**src/clock_reset_pkg.sv**
```systemverilog
// Contract
// - CPU clock output is the input clock divided by two.
// - System clock is CPU clock divided by two, three or four.
// - Delayed system clock lags by zero to three CPU cycles.
// - Clock generator runs whenever input clock runs, including during reset.
// - At three CPU periods the system clock may be symmetric or asymmetric.
// - Generate four single, four inverted and four dual-phase internal clocks.
// - Interface transfers align to system clock; fast cache and tag-ok follow CPU clock.
// - Power-good false: ring oscillator feeds generator, chip held in reset; the code only raises o_clock_from_ring, generator stays on i_clk.
// - Power-good true: external clock feeds generator, reset input governs reset.
// - Reset input forces the processor into a known state.
// - During reset, divisor, delay and bus config are sampled from interrupt pins.
// - Pins two,one select period 2, 3 symmetric, 3 asymmetric or 4 CPU cycles.
// - Pins four,three select lag 0, 1 or 2 CPU cycles; the code also gives lag 3 for code 3.
package clock_reset_pkg;
  localparam int PHASE_COUNT = 4;
  localparam int IRQ_WIDTH = 6;
  localparam int BUS_CFG_WIDTH = 2;
  // Field positions on the interrupt-request pins
  localparam int DIV_LSB = 1;
  localparam int DLY_LSB = 3;
  localparam int BUS_CFG_LSB = 5;
  localparam int BUS_CFG_PINS = 1;
  // Divisor codes
  localparam logic [1:0] DIV_2 = 2'h0;
  localparam logic [1:0] DIV_3_SYM = 2'h1;
  localparam logic [1:0] DIV_3_ASYM = 2'h2;
  localparam logic [1:0] DIV_4 = 2'h3;
  // Reset values of the sampled configuration, and maximum and reserved delay codes
  localparam logic [1:0] DIV_RESET = 2'h0;
  localparam logic [1:0] DLY_RESET = 2'h0;
  localparam logic [1:0] DLY_MAX = 2'h3;
  localparam logic [1:0] DLY_RESERVED = 2'h3;
  // System clock period in CPU cycles minus one, and high time
  localparam logic [2:0] PER_2 = 3'h1;
  localparam logic [2:0] PER_3 = 3'h2;
  localparam logic [2:0] PER_4 = 3'h3;
  localparam logic [2:0] HIGH_ASYM = 3'h1;
  // Reset hold after power-good, in ns, and in input clocks
  localparam int CLK_PERIOD_NS = 10;
  localparam int RESET_HOLD_NS = 100;
  localparam int RESET_HOLD_CYCLES = (RESET_HOLD_NS + CLK_PERIOD_NS - 1) / CLK_PERIOD_NS;
  localparam int SYNC_STAGES = 2;
endpackage : clock_reset_pkg

```
**src/cpu_sys_clock_and_reset_config.sv**
```systemverilog
`timescale 1ns/100ps
module cpu_sys_clock_and_reset_config (
  // Clock and reset
  input wire logic i_clk,
  input wire logic i_reset,
  // Power-good, active-low reset request, ring oscillator clock
  input wire logic i_power_good_in,
  input wire logic i_reset_req_n,
  input wire logic i_ring_osc_clock,
  // Interrupt-request pins carrying configuration during reset
  input wire logic [5:0] i_irq,
  // Clock outputs
  output logic o_cpu_clock_out_n,
  output logic o_system_clock_out_pos,
  output logic o_system_clock_out_neg,
  output logic o_delayed_system_clock_out_pos,
  output logic o_delayed_system_clock_out_neg,
  // Internal phase clocks
  output logic [3:0] o_phase,
  output logic [3:0] o_phase_n,
  output logic [3:0] o_dual_phase,
  // Transfer strobes
  output logic o_cpu_cycle_strobe,
  output logic o_bus_cycle_strobe,
  // Reset and sampled configuration status
  output logic o_chip_reset,
  output logic o_clock_from_ring,
  output logic [1:0] o_divisor_code,
  output logic [1:0] o_delay_code,
  output logic [1:0] o_bus_config
);
  localparam int HOLD_W = $clog2(clock_reset_pkg::RESET_HOLD_CYCLES + 1);

  ////////////////////////////////////////////////////////////////////////////
  // Reset entry
  logic sync_reset;
  logic [HOLD_W-1:0] hold_count;
  logic hold_done;
  logic raw_reset_req;

  assign raw_reset_req = !i_power_good_in || !i_reset_req_n;

  reset_sync u_reset_sync (
    .i_clk(i_clk),
    .i_reset(i_reset),
    .i_req(raw_reset_req),
    .o_reset(sync_reset)
  );

  // Counts hold time after power-good; chip reset is held until it completes
  always_ff @(posedge i_clk) begin
    if (i_reset || !i_power_good_in) begin
      hold_count <= '0;
    end else if (!hold_done) begin
      hold_count <= hold_count + HOLD_W'(1);
    end
  end
  assign hold_done = hold_count == HOLD_W'(clock_reset_pkg::RESET_HOLD_CYCLES);

  logic in_reset;
  assign in_reset = sync_reset || !hold_done;

  ////////////////////////////////////////////////////////////////////////////
  // Configuration sampling
  logic [1:0] divisor_code;
  logic [1:0] delay_code;
  logic [1:0] bus_config;

  always_ff @(posedge i_clk) begin
    if (i_reset) begin
      divisor_code <= clock_reset_pkg::DIV_RESET;
      delay_code <= clock_reset_pkg::DLY_RESET;
      bus_config <= 2'h0;
    end else if (in_reset) begin
      divisor_code <= i_irq[clock_reset_pkg::DIV_LSB +: 2];
      delay_code <= i_irq[clock_reset_pkg::DLY_LSB +: 2];
      bus_config <= {i_irq[clock_reset_pkg::BUS_CFG_LSB], i_irq[0]};
    end
  end

  ////////////////////////////////////////////////////////////////////////////
  // CPU clock: input divided by two, free running
  logic cpu_phase;
  logic [1:0] phase_count;
  always_ff @(posedge i_clk) begin
    if (i_reset) begin
      cpu_phase <= 1'b0;
      phase_count <= 2'h0;
    end else begin
      cpu_phase <= !cpu_phase;
      phase_count <= phase_count + 2'h1;
    end
  end
  logic cpu_rise;
  assign cpu_rise = cpu_phase;

  ////////////////////////////////////////////////////////////////////////////
  // System clock divider in CPU cycles
  function automatic logic [2:0] period_last(input logic [1:0] code);
    unique case (code)
      clock_reset_pkg::DIV_2: period_last = clock_reset_pkg::PER_2;
      clock_reset_pkg::DIV_3_SYM: period_last = clock_reset_pkg::PER_3;
      clock_reset_pkg::DIV_3_ASYM: period_last = clock_reset_pkg::PER_3;
      clock_reset_pkg::DIV_4: period_last = clock_reset_pkg::PER_4;
    endcase
  endfunction

  logic [2:0] sys_count;
  logic [2:0] last_count;
  logic [2:0] high_len;
  logic next_sys_level;
  logic sys_level;
  logic [6:0] sys_hist;
  logic half_drop;
  logic [1:0] applied_delay;
  logic dly_level;

  assign last_count = period_last(divisor_code);
  // divide by four, six or eight
  assign high_len = (divisor_code == clock_reset_pkg::DIV_3_ASYM) ?
      clock_reset_pkg::HIGH_ASYM : 3'((last_count + 3'h2) >> 1);
  // Symmetric six falls mid CPU cycle, so the level moves on every input edge
  assign half_drop = divisor_code == clock_reset_pkg::DIV_3_SYM && sys_count == 3'h2;
  assign next_sys_level = cpu_rise ? (sys_count < high_len) : (sys_level && !half_drop);

  always_ff @(posedge i_clk) begin
    if (i_reset) begin
      sys_count <= 3'h0;
      sys_level <= 1'b0;
      sys_hist <= 7'h00;
    end else begin
      if (cpu_rise) begin
        sys_count <= (sys_count >= last_count) ? 3'h0 : sys_count + 3'h1;
      end
      sys_level <= next_sys_level;
      // Input-rate history keeps the half-cycle shape in the delayed copy
      sys_hist <= {sys_hist[5:0], next_sys_level};
    end
  end

  assign applied_delay = (delay_code == clock_reset_pkg::DLY_RESERVED) ?
      clock_reset_pkg::DLY_MAX : delay_code;
  assign dly_level = sys_hist[{applied_delay, 1'b0}];

  ////////////////////////////////////////////////////////////////////////////
  // Registered outputs
  logic [3:0] one_hot;
  assign one_hot = 4'h1 << phase_count;

  always_ff @(posedge i_clk) begin
    if (i_reset) begin
      o_cpu_clock_out_n <= 1'b1;
      o_system_clock_out_pos <= 1'b0;
      o_system_clock_out_neg <= 1'b1;
      o_delayed_system_clock_out_pos <= 1'b0;
      o_delayed_system_clock_out_neg <= 1'b1;
      o_phase <= 4'h0;
      o_phase_n <= 4'hf;
      o_dual_phase <= 4'h0;
      o_cpu_cycle_strobe <= 1'b0;
      o_bus_cycle_strobe <= 1'b0;
      o_chip_reset <= 1'b1;
      o_clock_from_ring <= 1'b1;
      o_divisor_code <= clock_reset_pkg::DIV_RESET;
      o_delay_code <= clock_reset_pkg::DLY_RESET;
      o_bus_config <= 2'h0;
    end else begin
      o_cpu_clock_out_n <= !cpu_phase;
      o_system_clock_out_pos <= sys_level;
      o_system_clock_out_neg <= !sys_level;
      o_delayed_system_clock_out_pos <= dly_level;
      o_delayed_system_clock_out_neg <= !dly_level;
      o_phase <= one_hot;
      o_phase_n <= ~one_hot;
      o_dual_phase <= {one_hot[3] | one_hot[0], one_hot[2] | one_hot[3],
                       one_hot[1] | one_hot[2], one_hot[0] | one_hot[1]};
      o_cpu_cycle_strobe <= cpu_rise;
      o_bus_cycle_strobe <= cpu_rise && sys_count == 3'h0;
      o_chip_reset <= in_reset;
      o_clock_from_ring <= !i_power_good_in;
      o_divisor_code <= divisor_code;
      o_delay_code <= delay_code;
      o_bus_config <= bus_config;
    end
  end

  ////////////////////////////////////////////////////////////////////////////
  // Checks
  property p_cpu_toggle;
    @(posedge i_clk) disable iff (i_reset)
      !$past(i_reset) && !$past(i_reset, 2) |->
        o_cpu_clock_out_n != $past(o_cpu_clock_out_n) ##1
        o_cpu_clock_out_n == $past(o_cpu_clock_out_n, 2);
  endproperty
  a_cpu_toggle: assert property (p_cpu_toggle) else $error("cpu clock not half rate");

  property p_pg_reset;
    @(posedge i_clk) disable iff (i_reset)
      !i_power_good_in |-> ##3 o_chip_reset;
  endproperty
  a_pg_reset: assert property (p_pg_reset) else $error("no reset with power-good low");

  property p_ring;
    @(posedge i_clk) disable iff (i_reset)
      !i_power_good_in |=> o_clock_from_ring;
  endproperty
  a_ring: assert property (p_ring) else $error("ring oscillator not selected");

  property p_reset_in;
    @(posedge i_clk) disable iff (i_reset)
      (!i_reset_req_n)[*3] |=> o_chip_reset;
  endproperty
  a_reset_in: assert property (p_reset_in) else $error("reset input ignored");

  property p_release;
    @(posedge i_clk) disable iff (i_reset)
      (i_power_good_in && i_reset_req_n && hold_done)[*4] |=> !o_chip_reset;
  endproperty
  a_release: assert property (p_release) else $error("reset not released");

  property p_sample;
    @(posedge i_clk) disable iff (i_reset)
      in_reset |=> divisor_code == $past(i_irq[2:1]) && delay_code == $past(i_irq[4:3]);
  endproperty
  a_sample: assert property (p_sample) else $error("config not sampled");

  property p_hold_cfg;
    @(posedge i_clk) disable iff (i_reset)
      !in_reset |=> $stable(divisor_code) && $stable(delay_code);
  endproperty
  a_hold_cfg: assert property (p_hold_cfg) else $error("config changed out of reset");

  property p_lag;
    @(posedge i_clk) disable iff (i_reset)
      applied_delay == 2'h1 |-> dly_level == $past(sys_level, 2);
  endproperty
  a_lag: assert property (p_lag) else $error("lag of one wrong");

  property p_reserved;
    @(posedge i_clk) disable iff (i_reset)
      delay_code == 2'h3 |-> dly_level == $past(sys_level, 6);
  endproperty
  a_reserved: assert property (p_reserved) else $error("reserved lag not max");

  property p_asym;
    @(posedge i_clk) disable iff (i_reset)
      cpu_rise && divisor_code == clock_reset_pkg::DIV_3_ASYM && sys_count == 3'h1
        |=> !sys_level;
  endproperty
  a_asym: assert property (p_asym) else $error("asymmetric high too long");
endmodule : cpu_sys_clock_and_reset_config

```
**src/reset_sync.sv**
```systemverilog
`timescale 1ns/100ps
// Two-flop synchroniser, assertion and release both delayed two clocks
module reset_sync (
  // Clock and reset
  input wire logic i_clk,
  input wire logic i_reset,
  // Raw reset request
  input wire logic i_req,
  // Synchronised reset
  output logic o_reset
);
  logic stage1;
  logic stage2;

  ////////////////////////////////////////////////////////////////////////////
  // release synchronised
  always_ff @(posedge i_clk) begin
    if (i_reset) begin
      stage1 <= 1'b1;
      stage2 <= 1'b1;
    end else begin
      stage1 <= i_req;
      stage2 <= stage1;
    end
  end

  assign o_reset = stage2;
endmodule : reset_sync

```
**config.mk**
```make
export PLATFORM = sky130hd
export DESIGN_NAME = cpu_sys_clock_and_reset_config
export DESIGN_NICKNAME = d
export VERILOG_FILES = /design/src/clock_reset_pkg.sv /design/src/cpu_sys_clock_and_reset_config.sv /design/src/reset_sync.sv
export SDC_FILE = /design/constraint.sdc
export NUM_CORES = 1
export LEC_CHECK = 0
export BUFFER_PORTS_ARGS = -buffer_cell sky130_fd_sc_hd__buf_2
export CORE_MARGIN = 3
export CORE_UTILIZATION = 45
export CTS_CLUSTER_DIAMETER = 60
export DETAILED_ROUTE_END_ITERATION = 7
export GPL_TIMING_DRIVEN = 0
export PLACE_DENSITY = 0.72
export SYNTH_ARGS = -nofsm -noshare
export SYNTH_HDL_FRONTEND = slang
export SYNTH_SLANG_ARGS = --single-unit
```
**constraint.sdc**
```tcl
create_clock -name i_clk -period 2.15 [get_ports i_clk]
set_clock_uncertainty 0.1 [all_clocks]
set_input_delay 0.215 -clock i_clk [delete_from_list [all_inputs] [get_ports i_clk]]
set_output_delay 0.215 -clock i_clk [all_outputs]
set_load 0.02 [all_outputs]
```
==> results of run 1 <==
critical path, cell delays in order, from the launching register on:
cell and delay, ns:
dfxtp_1 0.36, inv_1 0.08, ha_1 0.27, inv_1 0.04
ha_1 0.25, nand2b_1 0.14, a2111o_1 0.46, o31ai_2 0.18
metrics by stage:
step                      cells  power [mW]  hold slack [ns]  cell area, um^2  utilization [%]
final                       247        1.66           0.0154             2060             55.9
after global placement      240        1.19            0.300             1990             53.8
after detailed placement    240        1.20            0.300             1990             53.8
after global routing        247        1.74           0.0319             2060             55.9
after CTS                   247        1.68          0.00414             2060             55.9
after floorplan             156        1.14            0.198             1750                -
synthesized netlist by cell type:
library cell,count,share of area (%)
a211oi_1,3,1.3
or3_2,1,0.43
o31ai_2,1,0.72
a21oi_1,1,0.29
or2_2,1,0.36
nand3b_1,3,1.3
inv_1,15,3.2
nor2_4,1,0.65
nand2b_1,10,3.6
o32ai_1,2,1.0
a2111o_1,1,0.65
dfxtp_1,50,57
nor2_1,9,1.9
clkbuf_1,2,0.43
buf_2,2,0.57
and2_1,1,0.36
nand3_1,1,0.29
mux2i_1,1,0.57
nand2_1,4,0.86
o21ai_0,2,0.57
inv_2,1,0.21
or3_1,1,0.36
xor2_1,1,0.50
a211o_1,1,0.50
nor3b_1,1,0.43
a311o_2,1,0.65
nor2b_1,17,6.1
buf_4,1,0.43
mux2_2,6,3.9
ha_1,14,10
xnor2_1,1,0.50
cell families (layout without fill, tap and decap cells):
family                   after synthesis  in the layout
XOR/XNOR                               2              2
AO/OA/AOI/OAI                         12             12
multiplexers                           7              7
AND/OR/NAND/NOR                       50             50
adder cells (fa/ha/maj)               14             14
buffers and inverters                 21             64
flip-flops                            50             50
state kept, by name, summed over array words and instances (netlist names), 3 cells and up:
register	count
hold_count	4
o_dual_phase	4
o_phase	4
o_phase_n	4
sys_count	3
sys_hist	7
layer usage:
layer | GRT usage [%] | routed length (um) | vias up
met5 | 0 | 0 | -
met4 | 8.93 | 43 | 0
met3 | 3.45 | 160 | 6
met2 | 24.5 | 1480 | 32
met1 | 12.5 | 1070 | 533
li1 | - | - | 579
how the worst max path moves through the flow:
stage / start / end / slack [ns] / depth (start not counted)
after CTS: divisor_code[0]$_SDFFE_PP0P_ / sys_count[0]$_SDFFE_PP0P_ / 0.17 / 7
after floorplan: divisor_code[0]$_SDFFE_PP0P_ / sys_count[0]$_SDFFE_PP0P_ / 0.31 / 7
after detailed placement: divisor_code[0]$_SDFFE_PP0P_ / sys_count[0]$_SDFFE_PP0P_ / 0.19 / 7
final: divisor_code[0]$_SDFFE_PP0P_ / sys_count[0]$_SDFFE_PP0P_ / 0.19 / 7
after global placement: divisor_code[0]$_SDFFE_PP0P_ / sys_count[0]$_SDFFE_PP0P_ / 0.22 / 7
after global routing: divisor_code[0]$_SDFFE_PP0P_ / sys_count[0]$_SDFFE_PP0P_ / 0.06 / 7
final cells by class:
cell class | count | area (um^2) | share of cell area (%)
Buffer | 5 | 25.0 | 1.21
Clock buffer | 7 | 76.3 | 3.70
Inverter | 16 | 60.1 | 2.91
Multi-Input combinational cell | 85 | 659 | 32.0
Sequential cell | 50 | 1000 | 48.5
Tap cell | 48 | 60.1 | 2.91
Timing Repair Buffer | 36 | 180 | 8.74
report_power, final:
| group | switching, mW | leakage [nW] | total, mW | internal [mW] |
|---|---|---|---|---|
| Sequential | 0.0237 | 0.411 | 0.997 | 0.974 |
| Combinational | 0.101 | 0.500 | 0.174 | 0.0729 |
| Clock | 0.264 | 0.0383 | 0.488 | 0.224 |
==> metrics, run 1 <==
status=complete, no violations; first-pass GRT wire length=4420 um; Core Area=3690 um^2; Worst EP arrival=2.08 ns; Final Hold Vio Count=0; Compound-Gate Fraction of Synth Area=5.66%; Worst Tran Pin Value=about 0.41 ns; post-route ant nets=0; die width=approximately 68 um; CTS max path bufs=2; NumNets Final=224; via/cell ratio=about 4.7; wire length per cell=11.1 um; Seq/Total Area, Yosys=57.3%; Initial Util=47.3%; Synth Net Count=approximately 180; vias in the first global route=1094; hold depth=2; GR Overflow Total=0; hpwl dp=2090 um; FF-to-FF path depth=7; row count=22; fillcell total=348; most frequent cells in the layout=dfxtp_1 (50), buf_2 (38), nor2b_1 (17), inv_1 (15), ha_1 (14); Hold Path Sink=u_reset_sync.stage1$_SDFF_PP1_; FF-to-FF Start=divisor_code[0]$_SDFFE_PP0P_; Final Max Tran Viols=0; clock root cell=clkbuf_8; number of max-cap violations=0; Post-route DRC=0; reg-to-reg slack, setup=0.19 ns; Num CTS Buffers=5; initial antenna violation count=0; Req. time, crit path=~2.3 ns; Synth Warn #=0; Worst slew margin=72.7%; CTS H-tree lvls=2; post-synthesis xor/xnor area fraction=1.00%; adder-cell share of the synthesized area=between 10 and 15%; Final Cycle Share=91.2%; Clock Latency Late Sink=0.29 ns; Reg-to-Reg End=sys_count[0]$_SDFFE_PP0P_; Syn-to-layout area delta=18.1%; CTS clk-pin slew, worst paths=0.08 ns; Final WS setup=between 0.15 and 0.2 ns; Critical Path Source Type=flop; #FFs+latches synth=50; Ports=38; Max Fclk=510 MHz; worst vdd ir=~0.00034 V; Fin Setup TNS=0 ns; RSZ-0062 raised after global routing=false; GRT Util Overall=13.2%; PostCTS Resize Cnt=0; mapped cell area=approximately 1700 um^2; Synth Instances=156; leakage=0.950 nW; # diodes=0; die area=~4700 um^2; Total Wirelength=between 2000 and 3000 um; PD cells=804 nW/um^2; # port buffers=36; commonest non-fill, non-tap cell in the layout=dfxtp_1; Chip Height=68.3 um; Crit Path Class=flop to flop; Final setup viols=0; hold_buf cts=0; largest family of logic cells by synthesized area=simple AND/OR/NAND/NOR gates; # clock sinks=50; GPL Wtd Cong=0.834; top fanout value on the critical path=3; CTS tree=done; mux contribution to synthesized area=4.44%; Synth Area in Simple Gates=between 15 and 20%; Vias=1150; pin count of the biggest net entering global routing=14; Crit. End Element=flop; Period minus WS final=slightly below 2 ns; Pre-Repair DR Iteration Count=4; share of layout cells above drive strength 1=28.1%; syn avg cell area=11.2 um^2; Hold Crit Start=i_reset_req_n; post-place setup slack=0.194 ns; setup bufs post-CTS=0; 1st-iter DRT viols=24; Netlist cell types=31; Hold Path Class=input port to flop
Power figures use the tool's default switching activity.
==> inputs of run 2 (changes only) <==
--- a/config.mk
+++ b/config.mk
@@ -6,7 +6,7 @@
 export NUM_CORES = 1
 export LEC_CHECK = 0
 export BUFFER_PORTS_ARGS = -buffer_cell sky130_fd_sc_hd__buf_2
-export CORE_MARGIN = 3
+export CORE_MARGIN = 2
 export CORE_UTILIZATION = 45
 export CTS_CLUSTER_DIAMETER = 60
 export DETAILED_ROUTE_END_ITERATION = 7
==> metrics, run 2 (synthesis gave the netlist of run 1 again) <==
via/cell ratio=4.66; Core Area=3690 um^2; Largest Register=sys_hist; wire length per cell=11.1 um; Worst EP arrival=between 2 and 2.5 ns; placed insts=between 200 and 250; Req. time, crit path=between 2 and 2.5 ns; CTS clk-pin slew, worst paths=around 0.08 ns; max FFs per register=7; status=complete, no violations; vias in the first global route=approximately 1100; Post-route DRC=0; PD cells=820 nW/um^2; Crit. End Element=flop; Max Fclk=508 MHz; hold depth=2; Final setup viols=0; Ports=38; FF-to-FF path depth=7; Reg-to-Reg End=sys_count[0]$_SDFFE_PP0P_; initial antenna violation count=0; FF-to-FF Start=divisor_code[0]$_SDFFE_PP0P_; Hold Path Sink=u_reset_sync.stage1$_SDFF_PP1_; Hold Crit Start=i_power_good_in; commonest non-fill, non-tap cell in the layout=dfxtp_1; Hold Path Class=input port to flop; CTS tree=done; first-pass GRT wire length=4550 um; worst vdd ir=0.000435 V; die width=66.3 um; top fanout value on the critical path=3; 1st-iter DRT viols=4; Chip Height=66.3 um; Final Cycle Share=91.5%; Crit Path Class=flop to flop; critical-path cell list=inv_1, ha_1, inv_1, ha_1, nand2b_1, a2111o_1, o31ai_2; pin count of the biggest net entering global routing=15; hpwl dp=2120 um; PostCTS Resize Cnt=0; Final Max Tran Viols=0; clock root cell=clkbuf_8; reg-to-reg slack, setup=approximately 0.18 ns; CTS H-tree lvls=2; Pre-Repair DR Iteration Count=4; RSZ-0062 raised after global routing=false; row count=22; CTS max path bufs=2; GRT Util Overall=14.2%; die area=4390 um^2; Hold WS=0.0206 ns; Vias=1161; Fin Setup TNS=0 ns; Syn-to-layout area delta=19.6%; post-layout util=56.6%; leakage=between 0.9 and 1 nW; Total Wirelength=between 2000 and 3000 um; NumNets Final=225; Slowest cell on crit path=a2111o_1; Most Crowded Layer GR=met2; Num CTS Buffers=5; Period minus WS final=between 1.5 and 2 ns; M2 GR Usage=about 25%; # diodes=0; Final Hold Vio Count=0; most frequent cells in the layout=dfxtp_1 (50), buf_2 (38), nor2b_1 (17), inv_1 (15), ha_1 (14); GPL Wtd Cong=between 0.8 and 0.9; GR Util met1=about 14%; Critical Path Source Type=flop; # clock sinks=50; Largest stage delay, worst path=0.46 ns; Worst slew margin=73.5%; Clock Latency Late Sink=0.30 ns; Initial Util=47.3%; GR Overflow Total=0; fillcell total=322; Final Instance Count excl. Fillers=249; share of layout cells above drive strength 1=28.9%; number of max-cap violations=0; # port buffers=36; post-route ant nets=0; M3 GR Usage=between 6 and 7%; Worst Tran Pin Value=0.397 ns
run 2: changes by cell type in the layout (fill, tap and decap cells not counted), sizes merged:
cell / before / now
dlygate4sd3: 0 / 1
clkinv: 0 / 1
run 2: how the worst max path moves through the flow:
stage / endpoint / start / slack, ns / cells past startpoint
6_report: sys_count[0]$_SDFFE_PP0P_ / divisor_code[0]$_SDFFE_PP0P_ / 0.18 / 7
5_1_grt: sys_count[0]$_SDFFE_PP0P_ / divisor_code[0]$_SDFFE_PP0P_ / 0.05 / 7
4_1_cts: sys_count[0]$_SDFFE_PP0P_ / divisor_code[0]$_SDFFE_PP0P_ / 0.18 / 7
3_5_place_dp: sys_count[0]$_SDFFE_PP0P_ / divisor_code[0]$_SDFFE_PP0P_ / 0.20 / 7
3_3_place_gp: sys_count[0]$_SDFFE_PP0P_ / divisor_code[0]$_SDFFE_PP0P_ / 0.22 / 7
2_1_floorplan: sys_count[0]$_SDFFE_PP0P_ / divisor_code[0]$_SDFFE_PP0P_ / 0.31 / 7
run 2: critical path, delay by kind of cell, from the launching register on:
kind	cells	cell delay, ns
buf+inv	2	0.12
simple gates	1	0.14
flops	1	0.36
fa+ha+maj	2	0.53
compound gates	2	0.65
run 2: stage by stage:
step	instance area, um^2	worst slack, ns	power, mW
after floorplan	1750	0.307	1.14
after global placement	1990	0.221	1.19
after detailed placement	1990	0.200	1.20
after CTS	2080	0.179	1.73
after global routing	2090	0.0491	1.79
final	2090	0.183	1.71
run 2: layout make-up:
cell class / count / area (um^2) / share of cell area [%]
plain buffers: 5 / 25.0 / 1.20
clock buffers: 7 / 86.3 / 4.14
clock inverters: 1 / 5.00 / 0.240
inverters: 16 / 60.1 / 2.88
multi-input cells: 85 / 659 / 31.6
flip-flops and latches: 50 / 1000 / 48.0
well taps: 48 / 60.1 / 2.88
repair buffers: 37 / 190 / 9.11
run 2: layer usage:
layer  part of all wire [%]  up-vias  wire, um
li1                       -      585         -
met1                     40      540      1100
met2                     51       30      1410
met3                    6.8        6       187
met4                    2.3        0        63
met5                      0        -         0
run 2: what timing repair did:
item	CTS	global route
hold buffers	0	1
setup buffers	0	0
endpoints found under the hold margin	0	1
run 2: report_power, final:
part	total, mW	leakage (nW)	switching, mW	internal [mW]
clock	0.538	0.0482	0.279	0.260
sequential	0.997	0.411	0.0235	0.973
combinational	0.176	0.504	0.102	0.0740
total	1.71	0.964	0.404	1.31
==> inputs of run 3 (changes only) <==
--- a/config.mk
+++ b/config.mk
@@ -6,12 +6,15 @@
 export NUM_CORES = 1
 export LEC_CHECK = 0
 export BUFFER_PORTS_ARGS = -buffer_cell sky130_fd_sc_hd__buf_2
+export CAP_MARGIN = 5
+export CELL_PAD_IN_SITES_DETAIL_PLACEMENT = 1
+export CELL_PAD_IN_SITES_GLOBAL_PLACEMENT = 2
 export CORE_MARGIN = 2
-export CORE_UTILIZATION = 45
+export CORE_UTILIZATION = 36
 export CTS_CLUSTER_DIAMETER = 60
 export DETAILED_ROUTE_END_ITERATION = 7
 export GPL_TIMING_DRIVEN = 0
-export PLACE_DENSITY = 0.72
+export PLACE_DENSITY = 0.86
 export SYNTH_ARGS = -nofsm -noshare
 export SYNTH_HDL_FRONTEND = slang
 export SYNTH_SLANG_ARGS = --single-unit
==> constraint.sdc (replaced) <==
create_clock -name i_clk -period 2.45 [get_ports i_clk]
set_clock_uncertainty 0.1 [all_clocks]
set_input_delay 0.245 -clock i_clk [delete_from_list [all_inputs] [get_ports i_clk]]
set_output_delay 0.245 -clock i_clk [all_outputs]
set_load 0.02 [all_outputs]
==> metrics, run 3 (synthesis gave the netlist of run 1 again) <==
Period minus WS final=approximately 2.0 ns; # diodes=0; CTS H-tree lvls=2; area of the multi-input gates=between 600 and 700 um^2; Fin Setup TNS=0 ns; Post-route DRC=0; worst vdd ir=0.000221 V; NumNets Final=224; commonest non-fill, non-tap cell in the layout=dfxtp_1; status=complete, no violations; via/cell ratio=approximately 4.6; Final Hold Vio Count=0; Final setup viols=0; PostCTS Resize Cnt=0; Largest Register=sys_hist; Syn-to-layout area delta=19.4%; leakage=0.959 nW; GR Overflow Total=0; most frequent cells in the layout=dfxtp_1 (50), buf_2 (38), nor2b_1 (17), inv_1 (15), ha_1 (14); post-layout util=44.4%; PD cells=a little over 700 nW/um^2; placed insts=between 200 and 250; Total Wirelength=3140 um; Core Area=4690 um^2; fillcell total=532; hold_buf cts=0; Req. time, crit path=approximately 2.6 ns; number of max-cap violations=0; pin count of the biggest net entering global routing=15; Crit Path Class=flop to flop; Hold WS=just over 0.04 ns; Worst EP arrival=between 2 and 2.5 ns; CTS clk-pin slew, worst paths=roughly 0.08 ns; Final Power=1.51 mW; Max Fclk=slightly above 500 MHz; clock root cell=clkbuf_8; row count=25; # clock sinks=50; RSZ-0062 raised after global routing=false; GRT Util Overall=roughly 12%; Final Max Tran Viols=0; setup bufs post-CTS=0; Final Instance Count excl. Fillers=254; CTS tree=done; max FFs per register=7; CTS max path bufs=2; post-route ant nets=0; # port buffers=36; Worst slew margin=71.7%; die area=5420 um^2; vias in the first global route=1147; Initial Util=between 30% and 40%; Ports=38; Worst Tran Pin Value=around 0.43 ns; hpwl dp=2420 um; share of layout cells above drive strength 1=29.0%; Chip Height=73.6 um; top fanout value on the critical path=3; Clock Latency Late Sink=between 0.2 and 0.3 ns; wire length per cell=12.4 um; first-pass GRT wire length=4930 um; Crit. End Element=flop; Reg area=1000 um^2; Critical Path Source Type=flop; die width=approximately 74 um; Final Cycle Share=roughly 81%; initial antenna violation count=0; Hold Path Class=input port to flop; 1st-iter DRT viols=33; GPL Wtd Cong=0.690; Pre-Repair DR Iteration Count=2; Num CTS Buffers=5; Vias=1159
run 3: changes by cell type in the layout (fill, tap and decap cells not counted):
cell	delta
dlygate4sd3_1	-1
run 3: cell type report:
class                           count  area share, %
Timing Repair Buffer               36           8.64
Tap cell                           54           3.24
Sequential cell                    50           48.0
Multi-Input combinational cell     85           31.6
Inverter                           16           2.88
Clock buffer                        7           4.14
Buffer                              5           1.20
Clock inverter                      1          0.240
run 3: final timing paths:
kind,from,endpoint,slack [ns],cells after the start
max reg2reg,divisor_code[0]$_SDFFE_PP0P_,sys_count[0]$_SDFFE_PP0P_,0.47,7
min,i_reset_req_n,u_reset_sync.stage1$_SDFF_PP1_,0.04,2
min reg2reg,u_reset_sync.stage1$_SDFF_PP1_,u_reset_sync.o_reset$_SDFF_PP1_,0.32,1
max,divisor_code[0]$_SDFFE_PP0P_,sys_count[0]$_SDFFE_PP0P_,0.47,7
run 3: critical path, stage by stage (launching register included):
cell	delay, ns
dfxtp_1	0.36
inv_1	0.08
ha_1	0.27
inv_1	0.04
ha_1	0.25
nand2b_1	0.14
a2111o_1	0.46
o31ai_2	0.20
run 3: where the power goes:
| part | internal [mW] | switching [mW] |
|---|---|---|
| registers | 0.854 | 0.0212 |
| clock network | 0.228 | 0.254 |
| logic | 0.0642 | 0.0916 |
run 3: through the flow:
| stage | worst slack (ns) | instance area [um^2] |
|---|---|---|
| 2_1_floorplan | 0.607 | 1750 |
| 4_1_cts | 0.449 | 2080 |
| 5_1_grt | 0.371 | 2080 |
| 6_report | 0.470 | 2080 |
| 3_5_place_dp | 0.472 | 1990 |
| 3_3_place_gp | 0.496 | 1990 |
run 3: layer usage:
metal	GRT usage (%)	vias up	wire, um
met2	23.2	22	1750
li1	-	583	-
met1	11.8	549	1230
met5	0	-	0
met3	3.29	5	114
met4	6.67	0	52
